===== config.mk =====
export PLATFORM = sky130hd
export DESIGN_NAME = rcdar_router
export DESIGN_NICKNAME = d
export VERILOG_FILES = /design/src/core/rcdar_pkg.sv /design/src/core/rcdar_router.sv
export VERILOG_INCLUDE_DIRS = /design/src /design/src/core
export SDC_FILE = /design/constraint.sdc
export NUM_CORES = 1
export LEC_CHECK = 0
export BUFFER_PORTS_ARGS = -buffer_cell sky130_fd_sc_hd__buf_2
export CORE_MARGIN = 2
export CORE_UTILIZATION = 52
export DETAILED_ROUTE_END_ITERATION = 8
export GPL_TIMING_DRIVEN = 1
export PLACE_DENSITY = 0.91
export RECOVER_POWER = 100
export SYNTH_ARGS = -nofsm -noshare
export SYNTH_HDL_FRONTEND = slang
export SYNTH_SLANG_ARGS = --single-unit

===== constraint.sdc =====
create_clock -name clock -period 3.9 [get_ports clock]
set_input_delay 0.39 -clock clock [delete_from_list [all_inputs] [get_ports clock]]
set_output_delay 0.39 -clock clock [all_outputs]
set_load 0.02 [all_outputs]

===== src/core/rcdar_consts.svh =====
// constants of the remote data access router: station codes, answer codes, timing
`ifndef RCDAR_CONSTS_SVH
`define RCDAR_CONSTS_SVH

// target station number encodings
`define RCDAR_TSN_SELF 8'hFF
`define RCDAR_TSN_MASTER 8'h00
`define RCDAR_TSN_MAX 8'h40

// station role of the device on the station link
`define RCDAR_ROLE_ALONE 2'h0
`define RCDAR_ROLE_MASTER 2'h1
`define RCDAR_ROLE_LOCAL 2'h2

// completion codes carried back to the remote node
`define RCDAR_CC_OK 8'h00
`define RCDAR_CC_WR_REFUSED 8'hA1
`define RCDAR_CC_NO_ROUTE 8'hA2
`define RCDAR_CC_REMOTE_IO 8'hA3
`define RCDAR_CC_HOST_FAIL 8'hA4

// scan multipliers of a forwarded exchange
`define RCDAR_SCANS_FIRST 6'h03
`define RCDAR_SCANS_NORMAL 6'h01

// link instruction processing time and its cycle count at 50 MHz
`define RCDAR_CLK_PERIOD_NS 20
`define RCDAR_INSTR_TIME_NS 1000
`define RCDAR_INSTR_CYCLES \
    ((`RCDAR_INSTR_TIME_NS + `RCDAR_CLK_PERIOD_NS - 1) / `RCDAR_CLK_PERIOD_NS)

`endif


===== src/core/rcdar_pkg.sv =====
// types of the remote data access router
package rcdar_pkg;

    typedef enum logic [2:0] {
        RCDAR_IDLE = 3'b000,
        RCDAR_WAIT_HOST = 3'b001,
        RCDAR_FWD_INSTR = 3'b010,
        RCDAR_FWD_SCAN = 3'b011,
        RCDAR_RESPOND = 3'b100
    } rcdar_state_t;

endpackage


===== src/core/rcdar_router.sv =====
// remote data access router: checks, routes and answers remote device memory access
//
// How it works
// - access served regardless of handshake or program
// - switch off, host running: refuse writes
// - switch on: writes accepted, run or stop
// - each command that passes the write, route and remote checks raises one host access request
// - host result returned to node as response
// - FF self, 00 master, 01-40 stations
// - only self, master-local pairs are reachable
// - remote station: special module buffer only
// - local latency: instruction plus scans, first 3
// - remote latency: instruction plus master scan
// - two-scan command doubles the latency
// - each tool monitor session doubles latency
`timescale 1ns/10ps
`include "rcdar_consts.svh"

module rcdar_router #(
    parameter int ADDR_W = 16,
    parameter int DATA_W = 16,
    parameter int INSTR_CYCLES = `RCDAR_INSTR_CYCLES
) (
    input wire logic clock,
    input wire logic rst,
    input wire logic run_write_enable_switch,
    input wire logic host_running,
    input wire logic [1:0] station_role,
    input wire logic [1:0] monitor_sessions,
    input wire logic cmd_valid,
    output logic cmd_ready,
    input wire logic cmd_write,
    input wire logic [7:0] cmd_target_station_number,
    input wire logic cmd_remote_io,
    input wire logic cmd_buffer_access,
    input wire logic cmd_two_scan,
    input wire logic [ADDR_W-1:0] cmd_addr,
    input wire logic [DATA_W-1:0] cmd_wdata,
    output logic host_req_valid,
    output logic host_req_write,
    output logic [7:0] host_req_station,
    output logic [ADDR_W-1:0] host_req_addr,
    output logic [DATA_W-1:0] host_req_wdata,
    input wire logic host_done,
    input wire logic host_error,
    input wire logic [DATA_W-1:0] host_rdata,
    input wire logic host_scan_end,
    output logic rsp_valid,
    input wire logic rsp_ready,
    output logic [7:0] rsp_code,
    output logic [DATA_W-1:0] rsp_data
);

    ////////////////////////////////////////////////////////////////////////////
    // state

    typedef struct packed {
        rcdar_pkg::rcdar_state_t st;
        logic first;
        logic wr;
        logic fwd;
        logic [7:0] tsn;
        logic [ADDR_W-1:0] addr;
        logic [DATA_W-1:0] wdata;
        logic [7:0] code;
        logic [DATA_W-1:0] rdata;
        logic [5:0] need;
        logic [5:0] scans;
        logic [15:0] icnt;
    } rcdar_regs_t;

    rcdar_regs_t r_q;
    rcdar_regs_t r_d;

    logic accept;
    logic reach_ok;
    logic refuse_wr;
    logic [7:0] deny_code;
    logic [5:0] base_scans;
    logic [2:0] shift_amt;

    ////////////////////////////////////////////////////////////////////////////
    // decode of an arriving command

    // handshakes are combinational; the node sees ready only while idle
    // single request outstanding
    assign cmd_ready = (r_q.st == rcdar_pkg::RCDAR_IDLE);
    assign accept = cmd_valid && cmd_ready;

    // reachability of the target station from this station's role
    always_comb begin
        reach_ok = 1'b0;
        if (cmd_target_station_number == `RCDAR_TSN_SELF) begin
            reach_ok = 1'b1;
        end else if (station_role == `RCDAR_ROLE_LOCAL) begin
            reach_ok = (cmd_target_station_number == `RCDAR_TSN_MASTER);
        end else if (station_role == `RCDAR_ROLE_MASTER) begin
            reach_ok = (cmd_target_station_number != `RCDAR_TSN_MASTER) &&
                       (cmd_target_station_number <= `RCDAR_TSN_MAX);
        end
    end

    assign refuse_wr = cmd_write && host_running && !run_write_enable_switch;

    // completion code of a refused command; write check takes precedence
    always_comb begin
        deny_code = `RCDAR_CC_OK;
        if (refuse_wr) begin
            deny_code = `RCDAR_CC_WR_REFUSED;
        end else if (!reach_ok) begin
            deny_code = `RCDAR_CC_NO_ROUTE;
        end else if (cmd_remote_io && !cmd_buffer_access &&
                     cmd_target_station_number != `RCDAR_TSN_SELF) begin
            deny_code = `RCDAR_CC_REMOTE_IO;
        end
    end

    // scans a forwarded exchange waits; first exchange after reset is slow
    // first exchange uses three
    assign base_scans = r_q.first ? `RCDAR_SCANS_FIRST : `RCDAR_SCANS_NORMAL;
    assign shift_amt = {2'b00, cmd_two_scan} + {1'b0, monitor_sessions};

    ////////////////////////////////////////////////////////////////////////////
    // next state

    always_comb begin
        r_d = r_q;
        case (r_q.st)
            rcdar_pkg::RCDAR_IDLE: begin
                if (accept) begin
                    r_d.wr = cmd_write;
                    r_d.tsn = cmd_target_station_number;
                    r_d.addr = cmd_addr;
                    r_d.wdata = cmd_wdata;
                    r_d.fwd = (cmd_target_station_number != `RCDAR_TSN_SELF);
                    r_d.need = base_scans << shift_amt;
                    r_d.scans = 6'h00;
                    r_d.icnt = 16'h0000;
                    r_d.rdata = '0;
                    r_d.code = deny_code;
                    if (deny_code == `RCDAR_CC_OK) begin
                        r_d.st = rcdar_pkg::RCDAR_WAIT_HOST;
                    end else begin
                        r_d.st = rcdar_pkg::RCDAR_RESPOND;
                    end
                end
            end
            rcdar_pkg::RCDAR_WAIT_HOST: begin
                if (host_done) begin
                    r_d.rdata = host_error ? '0 : host_rdata;
                    r_d.code = host_error ? `RCDAR_CC_HOST_FAIL : `RCDAR_CC_OK;
                    if (r_q.fwd && !host_error) begin
                        r_d.st = rcdar_pkg::RCDAR_FWD_INSTR;
                    end else begin
                        r_d.st = rcdar_pkg::RCDAR_RESPOND;
                    end
                end
            end
            rcdar_pkg::RCDAR_FWD_INSTR: begin
                r_d.icnt = r_q.icnt + 16'h0001;
                if (r_q.icnt >= 16'(INSTR_CYCLES - 1)) begin
                    r_d.st = rcdar_pkg::RCDAR_FWD_SCAN;
                end
            end
            rcdar_pkg::RCDAR_FWD_SCAN: begin
                // scan count is taken from host end-of-scan pulses only
                if (host_scan_end) begin
                    r_d.scans = r_q.scans + 6'h01;
                    if (r_q.scans + 6'h01 >= r_q.need) begin
                        r_d.st = rcdar_pkg::RCDAR_RESPOND;
                        r_d.first = 1'b0;
                    end
                end
            end
            rcdar_pkg::RCDAR_RESPOND: begin
                if (rsp_ready) begin
                    r_d.st = rcdar_pkg::RCDAR_IDLE;
                end
            end
            default: begin
                r_d.st = rcdar_pkg::RCDAR_IDLE;
            end
        endcase
    end

    // state register; the first-exchange flag is set by every reset
    always_ff @(posedge clock or posedge rst) begin
        if (rst) begin
            r_q <= '{st: rcdar_pkg::RCDAR_IDLE, first: 1'b1, default: '0};
        end else begin
            r_q <= r_d;
        end
    end

    ////////////////////////////////////////////////////////////////////////////
    // outputs

    assign host_req_valid = (r_q.st == rcdar_pkg::RCDAR_WAIT_HOST);
    assign host_req_write = r_q.wr;
    assign host_req_station = r_q.tsn;
    assign host_req_addr = r_q.addr;
    assign host_req_wdata = r_q.wdata;
    assign rsp_valid = (r_q.st == rcdar_pkg::RCDAR_RESPOND);
    assign rsp_code = r_q.code;
    assign rsp_data = r_q.rdata;

    ////////////////////////////////////////////////////////////////////////////
    // assertions

    property p_wr_refused;
        @(posedge clock) disable iff (rst)
        accept && cmd_write && host_running && !run_write_enable_switch
        |=> rsp_valid && rsp_code == `RCDAR_CC_WR_REFUSED && !host_req_valid;
    endproperty
    a_wr_refused: assert property (p_wr_refused)
        else $error("write while running not refused");

    property p_wr_allowed;
        @(posedge clock) disable iff (rst)
        accept && cmd_write && run_write_enable_switch &&
        cmd_target_station_number == `RCDAR_TSN_SELF
        |=> host_req_valid && host_req_write;
    endproperty
    a_wr_allowed: assert property (p_wr_allowed)
        else $error("enabled write did not reach the host");

    property p_req_issued;
        @(posedge clock) disable iff (rst)
        accept && deny_code == `RCDAR_CC_OK
        |=> host_req_valid && host_req_station == $past(cmd_target_station_number);
    endproperty
    a_req_issued: assert property (p_req_issued)
        else $error("accepted command raised no host request");

    property p_self_answer;
        @(posedge clock) disable iff (rst)
        host_req_valid && host_done && !host_error && host_req_station == `RCDAR_TSN_SELF
        |=> rsp_valid && rsp_code == `RCDAR_CC_OK && rsp_data == $past(host_rdata);
    endproperty
    a_self_answer: assert property (p_self_answer)
        else $error("host result not returned");

    property p_peer_local;
        @(posedge clock) disable iff (rst)
        accept && station_role == `RCDAR_ROLE_LOCAL && !refuse_wr &&
        cmd_target_station_number inside {[8'h01:8'h40]}
        |=> rsp_valid && rsp_code == `RCDAR_CC_NO_ROUTE;
    endproperty
    a_peer_local: assert property (p_peer_local)
        else $error("peer local station reached");

    property p_remote_io;
        @(posedge clock) disable iff (rst)
        accept && reach_ok && !refuse_wr && cmd_remote_io && !cmd_buffer_access &&
        cmd_target_station_number != `RCDAR_TSN_SELF
        |=> rsp_code == `RCDAR_CC_REMOTE_IO ##0 rsp_valid;
    endproperty
    a_remote_io: assert property (p_remote_io)
        else $error("remote station device access not restricted");

    // busy stays busy until the node has taken the answer
    property p_one_outstanding;
        @(posedge clock) disable iff (rst)
        !cmd_ready && !(rsp_valid && rsp_ready) |=> !cmd_ready;
    endproperty
    a_one_outstanding: assert property (p_one_outstanding)
        else $error("command taken while request outstanding");

    property p_first_three;
        @(posedge clock) disable iff (rst)
        accept && r_q.first && !cmd_two_scan && monitor_sessions == 2'h0
        |=> r_q.need == 6'h03;
    endproperty
    a_first_three: assert property (p_first_three)
        else $error("first exchange multiplier wrong");

    property p_double;
        @(posedge clock) disable iff (rst)
        accept && !r_q.first && cmd_two_scan && monitor_sessions == 2'h1
        |=> r_q.need == 6'h04;
    endproperty
    a_double: assert property (p_double)
        else $error("two-scan or monitor doubling wrong");

    property p_fwd_wait;
        @(posedge clock) disable iff (rst)
        r_q.st == rcdar_pkg::RCDAR_FWD_SCAN && !host_scan_end |=> !rsp_valid;
    endproperty
    a_fwd_wait: assert property (p_fwd_wait)
        else $error("forwarded answer sent without scan");

    c_self_read: cover property (@(posedge clock) disable iff (rst)
        accept && !cmd_write ##[1:50] rsp_valid && rsp_code == `RCDAR_CC_OK);
    c_refused: cover property (@(posedge clock) disable iff (rst)
        rsp_valid && rsp_code == `RCDAR_CC_WR_REFUSED);
    c_forward: cover property (@(posedge clock) disable iff (rst)
        r_q.st == rcdar_pkg::RCDAR_FWD_SCAN ##1 rsp_valid);

endmodule


== Yosys cells after proc, flatten, opt, wreduce, memory -nomap -nowiden ==
Cells that the tools add are included.
Cells by class
  add/subtract/negate cells: 3
  $lt $le $gt $ge: 3
  equal/unequal tests: 14
  shift-type cells: 1
  muxes and demuxes: 24
  reductions and logical operators: 23
Operators with widths (number)
  $mux W52: 1
  $pmux W24 S2: 1
  $mux W8: 4
  $pmux W16 S2: 1
  $mux W24: 1
  $mux W3: 6
  $add A16 B1 Y16 const B: 1
  $ge A16 B6 Y1 const B: 1
  $logic_not A8 Y1: 2
  $mux W16: 1
  $pmux W3 S5: 1
  $pmux W6 S2: 1
  $reduce_and A3 Y1: 3
  $eq A8 B8 Y1 const B: 1
  $le A8 B7 Y1 const B: 1
  $mux W4: 2
  $ne A8 B8 Y1 const B: 1
  $reduce_bool A8 Y1: 1
  $logic_and A1 B1 Y1: 7
  $add A6 B1 Y6 const B: 1
  $eq A3 B2 Y1 const B: 2
  $ge A6 B6 Y1: 1
  $mux W6: 1
  $ne A2 B1 Y1 const B: 3
  14 further kinds: 23
Word-level totals
  register bits: 98
  bits of input ports: 73
  output and inout port bits: 68
  logic and storage cells: 80

== Longest topological paths before layout ==
  depth in word-level cells: 11
  depth in mapped cells: 9
  gate-level depth less buffers: 9

== Worst setup path after synthesis ==
OpenSTA, ideal clock, no wires.
  path kind: reg-to-reg
  start: reg r_q[16] (netlist bit)
  end: reg r_q[97] (netlist bit)
  arrival time: 2.032 ns
  required time: 3.774 ns
  path slack: 1.742 ns
  cell stages (with the launch flop): 10
  buffers on the path: 0
  clock period less this slack: 2.158 ns
  cells stage by stage: dfrtp_1 > ha_1 > nand3_1 > xnor2_1 > ha_1 > a21o_1 > a21oi_1 > o21ai_0 > and2_1 > o32a_1
Between the ends
  longest elaborated chain between the ends: 4
Ends and longest elaborated chain
  from (decl): RTL line rcdar_router.sv:72  | rcdar_regs_t r_q;
  from (signal assigned): RTL line rcdar_router.sv:191  | r_q <= r_d;
  $add A6 B1 Y6: RTL line rcdar_router.sv:169  | if (r_q.scans + 6'h01 >= r_q.need) begin
  $ge A6 B6 Y1: RTL line rcdar_router.sv:169
  $ne A2 B2 Y1 (no line)
  $reduce_and A6 Y1 (no line)
No other way between the ends.
A chain may end at the register's enable or synchronous reset.

== Final worst setup path ==
  start: reg r_q[96] (netlist bit)
  end: reg r_q, in the netlist rsp_data[15]
Between the ends
  longest elaborated chain between the ends: 4
Ends and longest elaborated chain
  $logic_not A3 Y1: RTL line rcdar_router.sv:87, rcdar_router.sv:128
  $logic_and A1 B1 Y1: RTL line rcdar_router.sv:88  | assign accept = cmd_valid && cmd_ready;
  $ne A2 B1 Y1 (no line)
  $reduce_and A3 Y1 (no line)
Several ways; a longest one is shown, not always the timed one.

==> results.md <==
STA:
- Setup repair after global routing left no endpoint under its margin.
- The shortest period the worst path allows is 2.83 ns.
- Static timing analysis puts the maximum clock frequency at 0.354 GHz.
- In the finished design, the share of the clock period the worst path needs comes to 0.725.
- At the pin with the least slew margin, the transition time is 1.43 ns.
- Setup violations remaining at the end of the flow were counted as 0.
- Adding up every negative setup slack in the final design gives 0 ns.
- The clock arrives with 0.0121 ns of skew.
- The max-slew violation count is 0.
- The final hold violation count was 0.
- The max-slew headroom at the worst pin is 0.0474.

Cells and area:
- The repair_antennas step left the layout with diodes totalling 0.
- The area of the multi-input gates is 1880 um2.
- The area used by sequential logic in the layout is 2350 um2.
- The share of cells above drive strength 1 is 0.162.
- After the last flow step, the layout net total stands at 704.
- The filler cell count in the final layout is 798.
- The area added between synthesis and finish is 9.20%.

Setup path:
- The worst setup path is launched from a register.
- At the worst endpoint, the required time is 4.08 ns.
- The family of cells with the greatest summed delay on the critical path is buffers and inverters.
- The worst-path maximum fanout is 36.
- For this design, the slowest cell found on the critical path is sky130_fd_sc_hd__clkbuf_1.
- By startpoint and endpoint, the worst setup path is classified as register to register.
- The largest single stage delay on the critical path is 0.99 ns.
- The sort of element at the end of the critical path is a register.
- At the worst endpoint, the arrival time is 3.01 ns.
- Walking the worst path, the cells encountered are or3_1 -> inv_1 -> and2_2 -> a21oi_1 -> clkbuf_1 -> o21ai_0.
- The critical path buffer and inverter count is 2.

Clock network:
- After clock tree synthesis, the clock-pin slew on the worst setup and hold paths is 0.10 ns.
- TritonCTS built the clock tree.
- For the worst-skew pair, the clock arrives at the later sink with an insertion delay of 0.37 ns.
- The total number of H-tree levels is 3.
- The longest clock path from root to sink contains 2 buffers.
- The buffer cell driving the clock tree root is sky130_fd_sc_hd__clkbuf_8.
- The number of gates resized after CTS is 0.
- In this run, CTS created clock tree buffers numbering 9.
- The number of clock sinks seen by CTS is 94.

Detailed routing:
- The iteration count of the initial detailed-routing pass is 4.
- The wire length after detailed routing is 10900 um.
- After detailed routing, the average wire length per cell comes to 14.9 um.
- The via count is 3958.
- Using the TritonRoute via totals, the vias-per-cell ratio works out to 5.39.
- The post-detailed-route DRC marker count is 0.
- The initial detailed-routing violation count is 250.
- The post-detailed-route count of antenna-violating nets is 0.

Yosys:
- The post-synthesis register bit count is 94.
- The average cell area after synthesis is 8.89 um2.
- The fraction of synthesis flops using an asynchronous set or reset pin is 1.00.
- The synthesized design contains 0 enable-type register cells.
- After synthesis, the netlist uses 53 different library cells.
- The instance count of the mapped netlist is 546.
- The synthesized netlist occupies a cell area of 4850 um2.
- The total of warnings raised by yosys is 0.
- Of the synthesized area, sequential elements account for 0.485.
- For this run, the leading register cell type out of synthesis is sky130_fd_sc_hd__dfrtp_1.

Global route:
- The global-route wire length before repair is 17400 um.
- The via count of the first global-routing pass was 3750.
- The overall track demand over capacity in global routing is 0.218.
- The number of antenna violations at the first check in global routing is 0.
- The overall overflow remaining after global route is 0.
- Entering global routing, the biggest net connects 44 pins.

Status:
- The run finished with clean final reports.

Die:
- The initial cell density of the core is 0.530.
- The x dimension of the die is 101 um.
- The floorplan die height is 101 um.
- The floorplan row count is 35.
- The area of the die is 10100 um2.
- In this run the standard cell core region covers 9150 um2.
- The I/O pin total is 141.

Place:
- The HPWL after detailed placement is 8040 um.
- The count of input and output buffers is 137.
- The final weighted congestion of routability-driven global placement is 0.861.

Power and ir drop:
- Overall power consumption after layout is estimated at 3.39 mW.
- The cell area power density is 639 nW/um2.
- The leakage dissipation is 2.62 nW.
- The peak supply drop is 0.425 mV.

Run:
- The number of max-cap violations is 0.

Hold path:
- The min-delay analysis places its worst path in the category input port to register.
[power breakdown]
part | total [mW] | switching [mW] | internal, mW
combinational | 1.21 | 0.856 | 0.350
clock | 0.724 | 0.361 | 0.363
sequential | 1.45 | 0.197 | 1.26
total | 3.39 | 1.41 | 1.97
[layout by cell type (no fill, tap or decap), types with 2 or more instances in the layout]
master / netlist / routed
sky130_fd_sc_hd__buf_2: 8 / 72
sky130_fd_sc_hd__clkinv_2: 0 / 2
sky130_fd_sc_hd__ha_1: 12 / 12
sky130_fd_sc_hd__nor4_1: 3 / 3
sky130_fd_sc_hd__mux2i_1: 7 / 7
sky130_fd_sc_hd__nor2_1: 16 / 16
sky130_fd_sc_hd__inv_1: 13 / 13
sky130_fd_sc_hd__o211ai_1: 5 / 5
sky130_fd_sc_hd__clkbuf_1: 8 / 66
sky130_fd_sc_hd__nor3b_1: 3 / 3
sky130_fd_sc_hd__o41ai_1: 2 / 2
sky130_fd_sc_hd__conb_1: 1 / 3
sky130_fd_sc_hd__nand3b_1: 2 / 2
sky130_fd_sc_hd__a31oi_1: 2 / 2
sky130_fd_sc_hd__nor2b_1: 2 / 2
sky130_fd_sc_hd__or2_2: 2 / 2
sky130_fd_sc_hd__nand2_1: 182 / 182
sky130_fd_sc_hd__a22o_1: 5 / 5
sky130_fd_sc_hd__bufinv_16: 0 / 2
sky130_fd_sc_hd__nand3_1: 11 / 11
sky130_fd_sc_hd__xor2_1: 3 / 3
sky130_fd_sc_hd__nor4b_1: 2 / 2
sky130_fd_sc_hd__a21o_1: 5 / 5
sky130_fd_sc_hd__xnor2_1: 3 / 3
sky130_fd_sc_hd__clkbuf_8: 0 / 9
sky130_fd_sc_hd__a21oi_1: 4 / 5
sky130_fd_sc_hd__or3_1: 4 / 4
sky130_fd_sc_hd__o22ai_1: 2 / 2
sky130_fd_sc_hd__nor3_1: 4 / 4
sky130_fd_sc_hd__o21ai_0: 30 / 34
sky130_fd_sc_hd__o31ai_1: 7 / 7
sky130_fd_sc_hd__buf_4: 64 / 5
sky130_fd_sc_hd__dfrtp_1: 93 / 93
sky130_fd_sc_hd__nand2b_1: 4 / 4
sky130_fd_sc_hd__nand4_1: 8 / 8
sky130_fd_sc_hd__inv_6: 0 / 2
[cells in the mapped netlist, types with 8 or more instances]
cell type | number | area [um2]
sky130_fd_sc_hd__clkbuf_1 | 8 | 30.0
sky130_fd_sc_hd__buf_4 | 64 | 480
sky130_fd_sc_hd__dfrtp_1 | 93 | 2330
sky130_fd_sc_hd__nand4_1 | 8 | 50.1
sky130_fd_sc_hd__nand3_1 | 11 | 55.1
sky130_fd_sc_hd__nor2_1 | 16 | 60.1
sky130_fd_sc_hd__buf_2 | 8 | 40.0
sky130_fd_sc_hd__inv_1 | 13 | 48.8
sky130_fd_sc_hd__nand2_1 | 182 | 683
sky130_fd_sc_hd__o21ai_0 | 30 | 150
sky130_fd_sc_hd__ha_1 | 12 | 150
[flip-flops by register name (all words and copies together), names as in the netlist]
register and cells:
r_q 33, host_req_addr 16, host_req_wdata 16, rsp_data 16
host_req_station 8, rsp_code 4, host_req_write 1
[layout make-up]
| type | count | share of cell area |
|---|---|---|
| Sequential cell | 94 | 0.444 |
| Clock inverter | 7 | 0.0179 |
| Timing Repair Buffer | 144 | 0.124 |
| Inverter | 14 | 0.0101 |
| Multi-Input combinational cell | 356 | 0.355 |
| Tap cell | 111 | 0.0262 |
| Clock buffer | 9 | 0.0234 |
[per-stage QoR]
step / cell area [um2] / util / instances / hold WS, ns / setup WS, ns
after floorplan: 4860 / - / 548 / 0.440 / 1.06
after global placement: 5160 / 0.564 / 718 / 0.360 / 1.61
after detailed placement: 5160 / 0.564 / 718 / 0.366 / 1.49
after CTS: 5390 / 0.589 / 735 / 0.201 / 1.45
after global routing: 5300 / 0.579 / 735 / 0.211 / 0.740
final: 5300 / 0.579 / 735 / 0.201 / 1.07
[per-layer routing]
layer | part of all wire | up-vias | track usage
li1 | - | 1886 | -
met1 | 0.45 | 1888 | 0.298
met2 | 0.46 | 159 | 0.341
met3 | 0.073 | 25 | 0.0569
met4 | 0.019 | 0 | 0.0674
met5 | 0 | - | 0
[final timing paths]
path | startpoint | endpoint | slack [ns] | depth (start not counted)
min in group asynchronous | rst | r_q[8] | 0.70 | 3
hold / removal | cmd_addr[14] | host_req_addr[14] | 0.20 | 3
max in group asynchronous | rst | host_req_addr[11] | 2.25 | 4
hold reg to reg | rsp_code[2] | rsp_code[2] | 0.47 | 2
setup / recovery | r_q[96] | rsp_data[15] | 1.07 | 6
setup reg to reg | r_q[96] | rsp_data[15] | 1.07 | 6
[worst reg2reg max path, stage by stage (launching register included)]
cell	delay, ns
sky130_fd_sc_hd__dfrtp_1	0.55
sky130_fd_sc_hd__or3_1	0.20
sky130_fd_sc_hd__inv_1	0.07
sky130_fd_sc_hd__and2_2	0.36
sky130_fd_sc_hd__a21oi_1	0.18
sky130_fd_sc_hd__clkbuf_1	0.99
sky130_fd_sc_hd__o21ai_0	0.30
[kinds of logic (layout without fill, tap and decap cells)]
kind of cell | Yosys count | in the layout | synth area share
and+or+nand+nor | 252 | 252 | 0.229
buffers and inverters | 98 | 174 | 0.129
DFF | 94 | 94 | 0.485
AOI/OAI and AO/OA | 76 | 76 | 0.100
adders and majority gates | 12 | 12 | 0.0309
muxes | 7 | 7 | 0.0144
xor gates and xnor gates | 6 | 6 | 0.0108
other | 1 | 3 | 0.000772
[timing repair]
action,in CTS,in global routing
hold buffers,1,0
setup buffers,0,0
hold endpoints to repair,17,0
(Power assumes the default switching activity.)
